$ cat src/rtl/ctu_pkg.sv
package ctu_pkg;

  // ----------------------------------------
  // Register map (byte offsets on the 3-bit port)
  // ----------------------------------------
  localparam int ADDR_W = 3;
  localparam logic [2:0] OFF_CURRENT_SOURCE_CONTROL = 3'h0;
  localparam logic [2:0] OFF_EDGE_CONFIG_LOW = 3'h1;
  localparam logic [2:0] OFF_UNIT_CONTROL_HIGH = 3'h2;
  localparam logic [2:0] OFF_PERIPHERAL_FLAG_REG = 3'h3;
  localparam logic [2:0] OFF_PERIPHERAL_ENABLE_REG = 3'h4;

  // ----------------------------------------
  // Field positions
  // ----------------------------------------
  localparam int RANGE_LSB = 0;
  localparam int RANGE_W = 2;
  localparam int TRIM_LSB = 2;
  localparam int TRIM_W = 6;
  localparam int FIRST_FLAG_BIT = 0;
  localparam int SECOND_FLAG_BIT = 1;
  localparam int FIRST_SRC_LSB = 2;
  localparam int FIRST_POL_BIT = 4;
  localparam int SECOND_SRC_LSB = 5;
  localparam int SECOND_POL_BIT = 7;
  localparam int SRC_W = 2;
  localparam int DISCHARGE_BIT = 1;
  localparam int ORDER_EN_BIT = 2;
  localparam int EDGES_EN_BIT = 3;
  localparam int DELAY_MODE_BIT = 4;
  localparam int UNIT_EN_BIT = 7;
  localparam int UNIT_IRQ_BIT = 2;

  // ----------------------------------------
  // Reset values
  // ----------------------------------------
  localparam logic [7:0] RST_CURRENT_SOURCE_CONTROL = 8'h00;
  localparam logic [7:0] RST_EDGE_CONFIG_LOW = 8'h00;
  localparam logic [7:0] RST_UNIT_CONTROL_HIGH = 8'h00;
  localparam logic RST_POLARITY_NEGATIVE = 1'b0;

  // ----------------------------------------
  // Edge source codes
  // ----------------------------------------
  typedef enum logic [1:0] {
    SRC_OWN_PIN = 2'h0,
    SRC_FIRST_TIMER = 2'h1,
    SRC_COMPARE_PWM_UNIT = 2'h2,
    SRC_OTHER_PIN = 2'h3
  } edge_source_t;

endpackage

$ cat src/rtl/charge_time_unit.sv
// The register offsets and the strobed register port were decided locally.
`timescale 1ns/10ps
// Overview of operation
// - Current range held in control bits 1:0
// - Current trim held in control bits 7:2
// - Edge source selects at 3:2 and 6:5
// - Edge polarity bits at 4 and 7
// - Both edges negative-going after reset
// - Edge ordering enable bit 2, reset clear
// - Mode bit; reset selects measurement
// - Discharge bit 1 discharges while set
// - Unit enable bit 7 gates edge arming and the current source
// - Edge flags bits 1:0, software clears
// - Edge inputs enable bit 3 arms detection
// - Sources include timer and compare/PWM unit
// - Converter samples after charge in measurement
// - Second comparator ends delay pulses
// - Source on when exactly one flag set
// - Software writes set flags directly
// - Interrupt flag on source on then off
module charge_time_unit (
  // Clock and reset
  input wire logic clock,
  input wire logic srst,
  // Register port
  input wire logic [2:0] reg_addr,
  input wire logic [7:0] reg_wdata,
  input wire logic reg_wr,
  input wire logic reg_rd,
  output logic [7:0] reg_rdata,
  // Edge sources
  input wire logic first_edge_pin,
  input wire logic second_edge_pin,
  input wire logic first_timer_out,
  input wire logic compare_pwm_out,
  input wire logic comparator2_out,
  // Analog controls
  output logic current_source_on,
  output logic [1:0] current_range_sel,
  output logic [5:0] current_trim,
  output logic discharge_on,
  output logic delay_pulse_out,
  output logic adc_sample_start,
  // Interrupt request to the core
  output logic irq_request
);

  // ----------------------------------------
  // Register state
  // ----------------------------------------
  logic [7:0] current_source_control;
  logic [7:0] edge_config_low;
  logic [7:0] unit_control_high;
  logic unit_irq_flag;
  logic unit_irq_enable;
  logic [1:0] edge_flags;
  logic [1:0] next_edge_flags;
  logic next_unit_irq_flag;

  // ----------------------------------------
  // Pin synchronisers
  // ----------------------------------------
  logic [2:0] pin_meta;
  logic [2:0] pin_sync;

  // Pins are asynchronous to the clock; only pin_sync is read by logic
  always_ff @(posedge clock) begin
    if (srst) begin
      pin_meta <= 3'h0;
      pin_sync <= 3'h0;
    end else begin
      pin_meta <= {comparator2_out, second_edge_pin, first_edge_pin};
      pin_sync <= pin_meta;
    end
  end

  // ----------------------------------------
  // Decode
  // ----------------------------------------
  wire wr_icon = reg_wr && (reg_addr == ctu_pkg::OFF_CURRENT_SOURCE_CONTROL);
  wire wr_low = reg_wr && (reg_addr == ctu_pkg::OFF_EDGE_CONFIG_LOW);
  wire wr_high = reg_wr && (reg_addr == ctu_pkg::OFF_UNIT_CONTROL_HIGH);
  wire wr_pflag = reg_wr && (reg_addr == ctu_pkg::OFF_PERIPHERAL_FLAG_REG);
  wire wr_pen = reg_wr && (reg_addr == ctu_pkg::OFF_PERIPHERAL_ENABLE_REG);

  // Control fields
  wire [1:0] first_edge_source = edge_config_low[ctu_pkg::FIRST_SRC_LSB +: ctu_pkg::SRC_W];
  wire [1:0] second_edge_source = edge_config_low[ctu_pkg::SECOND_SRC_LSB +: ctu_pkg::SRC_W];
  wire first_edge_polarity = edge_config_low[ctu_pkg::FIRST_POL_BIT];
  wire second_edge_polarity = edge_config_low[ctu_pkg::SECOND_POL_BIT];
  wire discharge_control = unit_control_high[ctu_pkg::DISCHARGE_BIT];
  wire edge_order_enable = unit_control_high[ctu_pkg::ORDER_EN_BIT];
  wire edge_inputs_enable = unit_control_high[ctu_pkg::EDGES_EN_BIT];
  wire delay_mode_select = unit_control_high[ctu_pkg::DELAY_MODE_BIT];
  wire unit_enable = unit_control_high[ctu_pkg::UNIT_EN_BIT];
  wire first_edge_flag = edge_flags[0];
  wire second_edge_flag = edge_flags[1];

  // ----------------------------------------
  // Edge detection, one detector per edge
  // ----------------------------------------
  logic [1:0] edge_event;
  wire [1:0] edge_sel [2];
  wire edge_pol [2];
  wire [3:0] edge_sources [2];
  assign edge_sel[0] = first_edge_source;
  assign edge_sel[1] = second_edge_source;
  assign edge_pol[0] = first_edge_polarity;
  assign edge_pol[1] = second_edge_polarity;
  // Code order: own pin, timer, compare/PWM unit, other edge's pin
  assign edge_sources[0] = {pin_sync[1], compare_pwm_out, first_timer_out, pin_sync[0]};
  assign edge_sources[1] = {pin_sync[0], compare_pwm_out, first_timer_out, pin_sync[1]};

  generate
    for (genvar i = 0; i < 2; i++) begin : g_edge
      edge_detect u_edge (
        .clock(clock),
        .srst(srst),
        .sources(edge_sources[i]),
        .source_sel(edge_sel[i]),
        .polarity(edge_pol[i]),
        .edge_event(edge_event[i])
      );
    end
  endgenerate

  // Comparator 2 rising edge ends the pulse in delay mode
  logic comp_prev;
  always_ff @(posedge clock) begin
    if (srst) begin
      comp_prev <= 1'b0;
    end else begin
      comp_prev <= pin_sync[2];
    end
  end
  wire comp_rise = pin_sync[2] & ~comp_prev;

  // ----------------------------------------
  // Edge flag set logic
  // ----------------------------------------
  wire armed = unit_enable & edge_inputs_enable;
  wire first_set = armed & edge_event[0];
  wire second_raw = edge_event[1] | (delay_mode_select & comp_rise);
  // With ordering on, a second edge before the first is dropped, not held
  wire second_set = armed & second_raw & (~edge_order_enable | first_edge_flag);
  wire [1:0] flag_set = {second_set, first_set};
  // A hardware set wins over a software clear in the same cycle
  assign next_edge_flags = (wr_low ? reg_wdata[1:0] : edge_flags) | flag_set;

  // Exactly one flag drives the source
  wire source_cond = unit_enable & (first_edge_flag ^ second_edge_flag);
  wire source_off_event = current_source_on & ~source_cond;
  assign next_unit_irq_flag = (wr_pflag ? reg_wdata[ctu_pkg::UNIT_IRQ_BIT] : unit_irq_flag) | source_off_event;

  // ----------------------------------------
  // Control registers
  // ----------------------------------------
  always_ff @(posedge clock) begin
    if (srst) begin
      current_source_control <= ctu_pkg::RST_CURRENT_SOURCE_CONTROL;
      unit_control_high <= ctu_pkg::RST_UNIT_CONTROL_HIGH;
    end else begin
      if (wr_icon) begin
        current_source_control <= reg_wdata;
      end
      if (wr_high) begin
        unit_control_high <= reg_wdata & 8'h9E;
      end
    end
  end

  // Edge configuration, flags kept apart from the config bits
  always_ff @(posedge clock) begin
    if (srst) begin
      edge_config_low <= ctu_pkg::RST_EDGE_CONFIG_LOW;
      edge_flags <= 2'h0;
    end else begin
      if (wr_low) begin
        edge_config_low <= {reg_wdata[7:2], 2'h0};
      end
      edge_flags <= next_edge_flags;
    end
  end

  // Interrupt flag and enable
  always_ff @(posedge clock) begin
    if (srst) begin
      unit_irq_flag <= 1'b0;
      unit_irq_enable <= 1'b0;
    end else begin
      unit_irq_flag <= next_unit_irq_flag;
      if (wr_pen) begin
        unit_irq_enable <= reg_wdata[ctu_pkg::UNIT_IRQ_BIT];
      end
    end
  end

  // ----------------------------------------
  // Outputs to the analog side
  // ----------------------------------------
  always_ff @(posedge clock) begin
    if (srst) begin
      current_source_on <= 1'b0;
      current_range_sel <= 2'h0;
      current_trim <= 6'h00;
      discharge_on <= 1'b0;
      delay_pulse_out <= 1'b0;
      adc_sample_start <= 1'b0;
      irq_request <= 1'b0;
    end else begin
      current_source_on <= source_cond;
      current_range_sel <= current_source_control[ctu_pkg::RANGE_LSB +: ctu_pkg::RANGE_W];
      current_trim <= current_source_control[ctu_pkg::TRIM_LSB +: ctu_pkg::TRIM_W];
      discharge_on <= discharge_control;
      delay_pulse_out <= source_cond & delay_mode_select;
      // Converter samples once the charge interval has ended
      adc_sample_start <= source_off_event & ~delay_mode_select;
      irq_request <= next_unit_irq_flag & unit_irq_enable;
    end
  end

  // ----------------------------------------
  // Read path
  // ----------------------------------------
  logic [7:0] read_mux;
  always_comb begin
    unique case (reg_addr)
      ctu_pkg::OFF_CURRENT_SOURCE_CONTROL: read_mux = current_source_control;
      ctu_pkg::OFF_EDGE_CONFIG_LOW: read_mux = {edge_config_low[7:2], edge_flags};
      ctu_pkg::OFF_UNIT_CONTROL_HIGH: read_mux = unit_control_high;
      ctu_pkg::OFF_PERIPHERAL_FLAG_REG: read_mux = {5'h00, unit_irq_flag, 2'h0};
      ctu_pkg::OFF_PERIPHERAL_ENABLE_REG: read_mux = {5'h00, unit_irq_enable, 2'h0};
      default: read_mux = 8'h00;
    endcase
  end

  // Data stand only in the cycle after the read strobe
  always_ff @(posedge clock) begin
    if (srst) begin
      reg_rdata <= 8'h00;
    end else begin
      reg_rdata <= reg_rd ? read_mux : 8'h00;
    end
  end
endmodule

$ cat src/rtl/edge_detect.sv
`timescale 1ns/10ps
module edge_detect (
  // Clock and reset
  input wire logic clock,
  input wire logic srst,
  // Candidate sources, already in the clock domain
  input wire logic [3:0] sources,
  input wire logic [1:0] source_sel,
  input wire logic polarity,
  // Detected transition, one-cycle pulse
  output logic edge_event
);

  logic prev_level;
  logic cur_level;

  // ----------------------------------------
  // Selection and polarity
  // ----------------------------------------
  assign cur_level = sources[source_sel];
  // Polarity low means high-to-low; a change of selection may show as one edge
  assign edge_event = polarity ? (cur_level & ~prev_level) : (~cur_level & prev_level);

  // Previous level of the selected source
  always_ff @(posedge clock) begin
    if (srst) begin
      prev_level <= 1'b0;
    end else begin
      prev_level <= cur_level;
    end
  end

endmodule

$ cat config.mk
export PLATFORM = sky130hd
export DESIGN_NAME = charge_time_unit
export DESIGN_NICKNAME = d
export VERILOG_FILES = /design/src/rtl/ctu_pkg.sv /design/src/rtl/charge_time_unit.sv /design/src/rtl/edge_detect.sv
export SDC_FILE = /design/constraint.sdc
export NUM_CORES = 1
export LEC_CHECK = 0
export ABC_AREA = 1
export BUFFER_PORTS_ARGS = -buffer_cell sky130_fd_sc_hd__clkbuf_2
export CAP_MARGIN = 10
export CORE_ASPECT_RATIO = 1.25
export CORE_MARGIN = 3
export CORE_UTILIZATION = 50
export CTS_BUF_LIST = sky130_fd_sc_hd__clkbuf_8
export DETAILED_ROUTE_END_ITERATION = 10
export PLACE_DENSITY = 0.73
export SYNTH_ARGS = -nofsm -noshare
export SYNTH_HDL_FRONTEND = slang
export SYNTH_SLANG_ARGS = --single-unit
export TNS_END_PERCENT = 5
$ cat constraint.sdc
create_clock -name clock -period 1.4 [get_ports clock]
set_clock_uncertainty 0.1 [all_clocks]
set_input_delay 0.07 -clock clock [delete_from_list [all_inputs] [get_ports clock]]
set_output_delay 0.07 -clock clock [all_outputs]
set_load 0.05 [all_outputs]
# Word-level counts from Yosys, hierarchy flattened
# Index checks and enable logic that the tools add are counted.
# word_totals
rom_bits,0
ram_bits,0
latch_bits,0
reg_bits,53
mem_count,0
input_bits,20
# op_classes
add_sub_neg,0
reduce_logical,7
shift,0
n_eq_ne,4
div_mod_pow,0
bitwise,29
n_lt_le_gt_ge,2
mul,0
muxes,9
# ops
op,n
8-bit one-hot mux with 5 select lines,1
1-bit bitwise AND,15
1-bit NOT,9
"3-bit by 2-bit == test with 1-bit output, second input constant",2
"2-bit by 3-bit < comparator with 1-bit output, second input constant",2
1-bit logical AND,5
1-bit 2-to-1 mux,5
1-bit binary-select mux with 2-bit select,2
"3-bit by 1-bit == test with 1-bit output, second input constant",1
"3-bit == test, second input constant",1
3-bit zero test,1
1-bit bitwise OR,3
2-bit 2-to-1 mux,1
2-bit bitwise OR,1
2-bit OR reduction,1
1-bit XOR,1

# Logic depth before layout (Yosys ltp)
# depth
depth_word,9
depth_mapped,8

# Modules after synthesis
# A second synthesis with hierarchy kept.
# hier_totals
cells_unflattened,284
hier_area_um2,2092.0
# by_module_without_submodules
mod,cells_per_inst,instances,area_each_um2
charge_time_unit,248,1,1876.8
edge_detect,18,2,107.6

# Worst setup path after synthesis
# OpenSTA, ideal clock, no wires.
# synth_path
path_kind,reg2reg
from,register current_source_on
to,register irq_request
stages_incl_launch_ff,5
arrival_ns,0.940
slack_ns,0.296
setup_time_ns,0.064
synth_period_minus_slack_ns,1.104
cell_sequence,dfxtp_1 -> nand2_1 -> nand3_1 -> nand2_1 -> nor2_1
# synth_via
elab_chain_len,3
# synth_rtl
item,line,source
"start, declared",charge_time_unit.sv:38,"output logic current_source_on,"
"start signal, assigned",charge_time_unit.sv:211,current_source_on <= source_cond;
1-bit bitwise AND,charge_time_unit.sv:152,wire source_off_event = current_source_on & ~source_cond;
1-bit bitwise OR,charge_time_unit.sv:153,assign next_unit_irq_flag = (wr_pflag ? reg_wdata[ctu_pkg::UNIT_IRQ_BIT] : unit_irq_flag) | source_off_event;
1-bit bitwise AND,charge_time_unit.sv:218,irq_request <= next_unit_irq_flag & unit_irq_enable;
"end signal, assigned",charge_time_unit.sv:218,
"end, declared",charge_time_unit.sv:45,output logic irq_request
# No other way between the ends.
# A chain may end at the register's enable or synchronous reset.

# Worst setup path after layout
# layout_path
from,register edge_config_low[5]
to,register edge_flags[1]
# layout_via
elab_chain_len,9
# layout_rtl
item,line,source
"start, declared",charge_time_unit.sv:52,logic [7:0] edge_config_low;
"start signal, assigned",charge_time_unit.sv:175,edge_config_low <= ctu_pkg::RST_EDGE_CONFIG_LOW;
"start signal, assigned",charge_time_unit.sv:179,"edge_config_low <= {reg_wdata[7:2], 2'h0};"
1-bit binary-select mux with 2-bit select (*),edge_detect.sv:20,assign cur_level = sources[source_sel];
1-bit 2-to-1 mux (implied by the code) (*),edge_detect.sv:20,
1-bit NOT,edge_detect.sv:22,assign edge_event = polarity ? (cur_level & ~prev_level) : (~cur_level & prev_level);
1-bit bitwise AND,edge_detect.sv:22,
1-bit 2-to-1 mux (*),edge_detect.sv:22,
1-bit bitwise OR (*),charge_time_unit.sv:143,wire second_raw = edge_event[1] | (delay_mode_select & comp_rise);
1-bit bitwise AND (*) (2 in a row),charge_time_unit.sv:145,wire second_set = armed & second_raw & (~edge_order_enable | first_edge_flag);
2-bit bitwise OR (*),charge_time_unit.sv:148,assign next_edge_flags = (wr_low ? reg_wdata[1:0] : edge_flags) | flag_set;
"end signal, assigned",charge_time_unit.sv:181,edge_flags <= next_edge_flags;
"end, declared",charge_time_unit.sv:56,logic [1:0] edge_flags;
# Mark *: on every way between the ends. The rest lies on a longest branch, timed or not. The select of a mux whose other input is x is not followed.

==> qor.yml <==
synthArstFlopShare_pct: 0
fmax_mhz: 831
routed_wl_um: 4270
io_buffers: 40
clk_pin_slew_worst_paths_ns: 0.09
synth_cell_types: 23
r2r_cells: 8
synth_seq_area_share_pct: 54.2
clkLatencyLatePin_ns: 0.30
clock-sinks: 53
place_hpwl_um: 3120
postSynthCellCount: 249
ir_drop_v: 0.000883
vias: 1722
power_density_nw_per_um2: 1080
top_level_ports: 41
synth_edf_count: 0
hold_path_end: "unit_irq_enable$_SDFFE_PP0P_"
slew_headroom_pct: 79.1
rsz0062_at_grt: "false"
path_cells: "inv_1 -> nand2_1 -> nand3_1 -> nand2_1 -> nand2_1 -> nand3_1 -> nand2_1 -> a21oi_1"
rows: 24
cpPeakStageDelay_ns: 0.40
area_growth_pct: 23.0
drive_above_1_share_pct: 20.3
die_h_um: 75.9
grt_usage_pct: 20.2
die_x_um: 62.0
viasPerCell: 4.81
post_cts_resized: 0
fillers: 326
dieArea_um2: 4710
p_leak_nw: 1.12
dp_cells: 338
required_ns: 1.53
setup_viol: 0
fin_crit_ns: 1.20
cp_max_fo: 4
routedWlPerCell_um: 11.9
antenna_left: 0
grt_pass1_wl_um: 7210
grt_pass1_vias: 1545
cts-buffers-inserted: 5
htreeDepth: 2
netlist_area_um2: 1960
worst-setup-path-type: "register to register"
worst_path_most_repeated_cell: "nand2_1"
min_from: "reg_addr[2]"
regToRegStartpoint: "edge_config_low[5]$_SDFFE_PP0N_"
antenna-diode-count: 0
place_congestion: 0.860
core_area_um2: 3630
hold_viol: 0
postCtsSetupBuffers: 0
reg2reg_slack_ns: 0.20
syn-num-nets: 269
worstPathArrival_ns: 1.34
layout.area.seq_um2: 1060
fin_crit_sh_pct: 86.0
clockRootBuffer: "clkbuf_8"
postCtsHoldBufs: 12
antenna_found_initial: 0
drc: 0
dr.pass1.iters: 4
slew_violations: 0
ys_warn_count: 0
hold_depth: 3
ys_seq_elements: 53
clockBufferDepth: 2
final_nets: 325
endpoint_kind: "register"
worst_r2r_endpoint: "edge_flags[1]$_SDFF_PP0_"
start_util_pct: 53.9
status: "finished, final reports clean"
fin_tns_setup_ns: 0
cts_tree: "done"
drv_cap: 0
synthFlopType: "dfxtp_1"
grt_max_degree: 24
hold_path.class: "input pin to register"
multiInputGateArea_um2: 701
start_kind: "register"
synth.avg_cell_area_um2: 7.86
crit_path_top_delay_cell: "dfxtp_1"
drtIter0Drc: 44
overflow: 0
tightest_slew_ns: 0.313
stdcell_count: 358
==> cell type report <==
| cell class | count | share of cell area, % |
|---|---|---|
| Clock inverter | 3 | 0.468 |
| Tap cell | 52 | 2.70 |
| Clock buffer | 5 | 2.86 |
| Inverter | 42 | 6.55 |
| Timing Repair Buffer | 55 | 14.2 |
| Sequential cell | 53 | 44.1 |
| Multi-Input combinational cell | 148 | 29.1 |
==> per-stage QoR <==
step / cell area [um^2] / util (%) / setup slack (ns) / hold slack, ns / total power (W)
after floorplan: 1960 / - / 0.296 / 0.0391 / 0.00174
after global placement: 2210 / 60.7 / 0.251 / 0.163 / 0.00182
after detailed placement: 2210 / 60.7 / 0.213 / 0.174 / 0.00182
after CTS: 2410 / 66.3 / 0.213 / 0.0139 / 0.00261
after global routing: 2410 / 66.3 / 0.124 / 0.0702 / 0.00272
final: 2410 / 66.3 / 0.197 / 0.0214 / 0.00260
==> cells in the final DEF, fill, tap and decap left out, drive strengths merged, types with 4 or more instances in the layout <==
cell type    instances
inv                 45
nand3               13
dfxtp               53
dlygate4sd3         12
nor2                35
o221ai               4
nand2               45
a21oi               24
o21ai               22
clkbuf              45
==> synth_stat cells, types with 2 or more instances <==
library cell / count / area share, %
nor2_1: 33 / 6.3
clkbuf_1: 3 / 0.58
inv_2: 6 / 1.2
nand2_1: 42 / 8.1
nand3_1: 12 / 3.1
inv_1: 36 / 6.9
o21ai_1: 8 / 2.0
o221ai_1: 4 / 1.8
nand2_4: 2 / 1.2
nor3_1: 2 / 0.51
buf_6: 2 / 1.2
o21ai_0: 13 / 3.3
a21oi_1: 24 / 6.1
dfxtp_1: 53 / 54
==> worst max path at each step <==
stage,from,end,slack (ns),cells after the start
floorplan,current_source_on$_SDFF_PP0_,irq_request$_SDFF_PP0_,0.30,4
global placement,reg_addr[1],current_source_control[4]$_SDFFE_PP0P_,0.25,7
detailed placement,reg_addr[1],current_source_control[3]$_SDFFE_PP0P_,0.21,7
CTS,edge_config_low[5]$_SDFFE_PP0N_,edge_flags[1]$_SDFF_PP0_,0.21,8
global route,edge_config_low[5]$_SDFFE_PP0N_,edge_flags[1]$_SDFF_PP0_,0.12,8
finish,edge_config_low[5]$_SDFFE_PP0N_,edge_flags[1]$_SDFF_PP0_,0.20,8
==> logic make-up (layout without fill, tap and decap cells) <==
kind of cell	Yosys count	after routing	synth area share [%]
and+or+nand+nor	96	96	21.4
DFF	53	53	54.2
AOI/OAI and AO/OA	52	52	14.5
buffers and inverters	48	105	9.97
==> worst max-delay path, delay by kind of cell (launching register included) <==
| kind | cells | cell delay (ns) |
|---|---|---|
| and+or+nand+nor | 6 | 0.43 |
| DFF | 1 | 0.40 |
| AOI/OAI and AO/OA | 1 | 0.11 |
| buffers and inverters | 1 | 0.09 |
==> registers in the layout, indices dropped and copies added, names as in the netlist, 2 cells and up <==
register	count
current_range_sel	2
current_source_control	8
current_trim	6
edge_config_low	6
edge_flags	2
g_edge.u_edge.prev_level	2
pin_meta	3
pin_sync	3
reg_rdata	8
unit_control_high	5
==> power breakdown <==
part / internal (W) / switching [W]
Clock: 0.000334 / 0.000446
Combinational: 0.0000917 / 0.000158
Sequential: 0.00155 / 0.0000196
==> per-layer routing <==
metal  up-vias  share of wire (%)  GRT usage (%)
met4         0                2.0           8.07
met5         -                  0              0
met1       754                 46           27.1
met3         9                5.0           5.10
li1        901                  -              -
met2        58                 47           30.4
No activity file was read; power rests on OpenSTA's default activity.
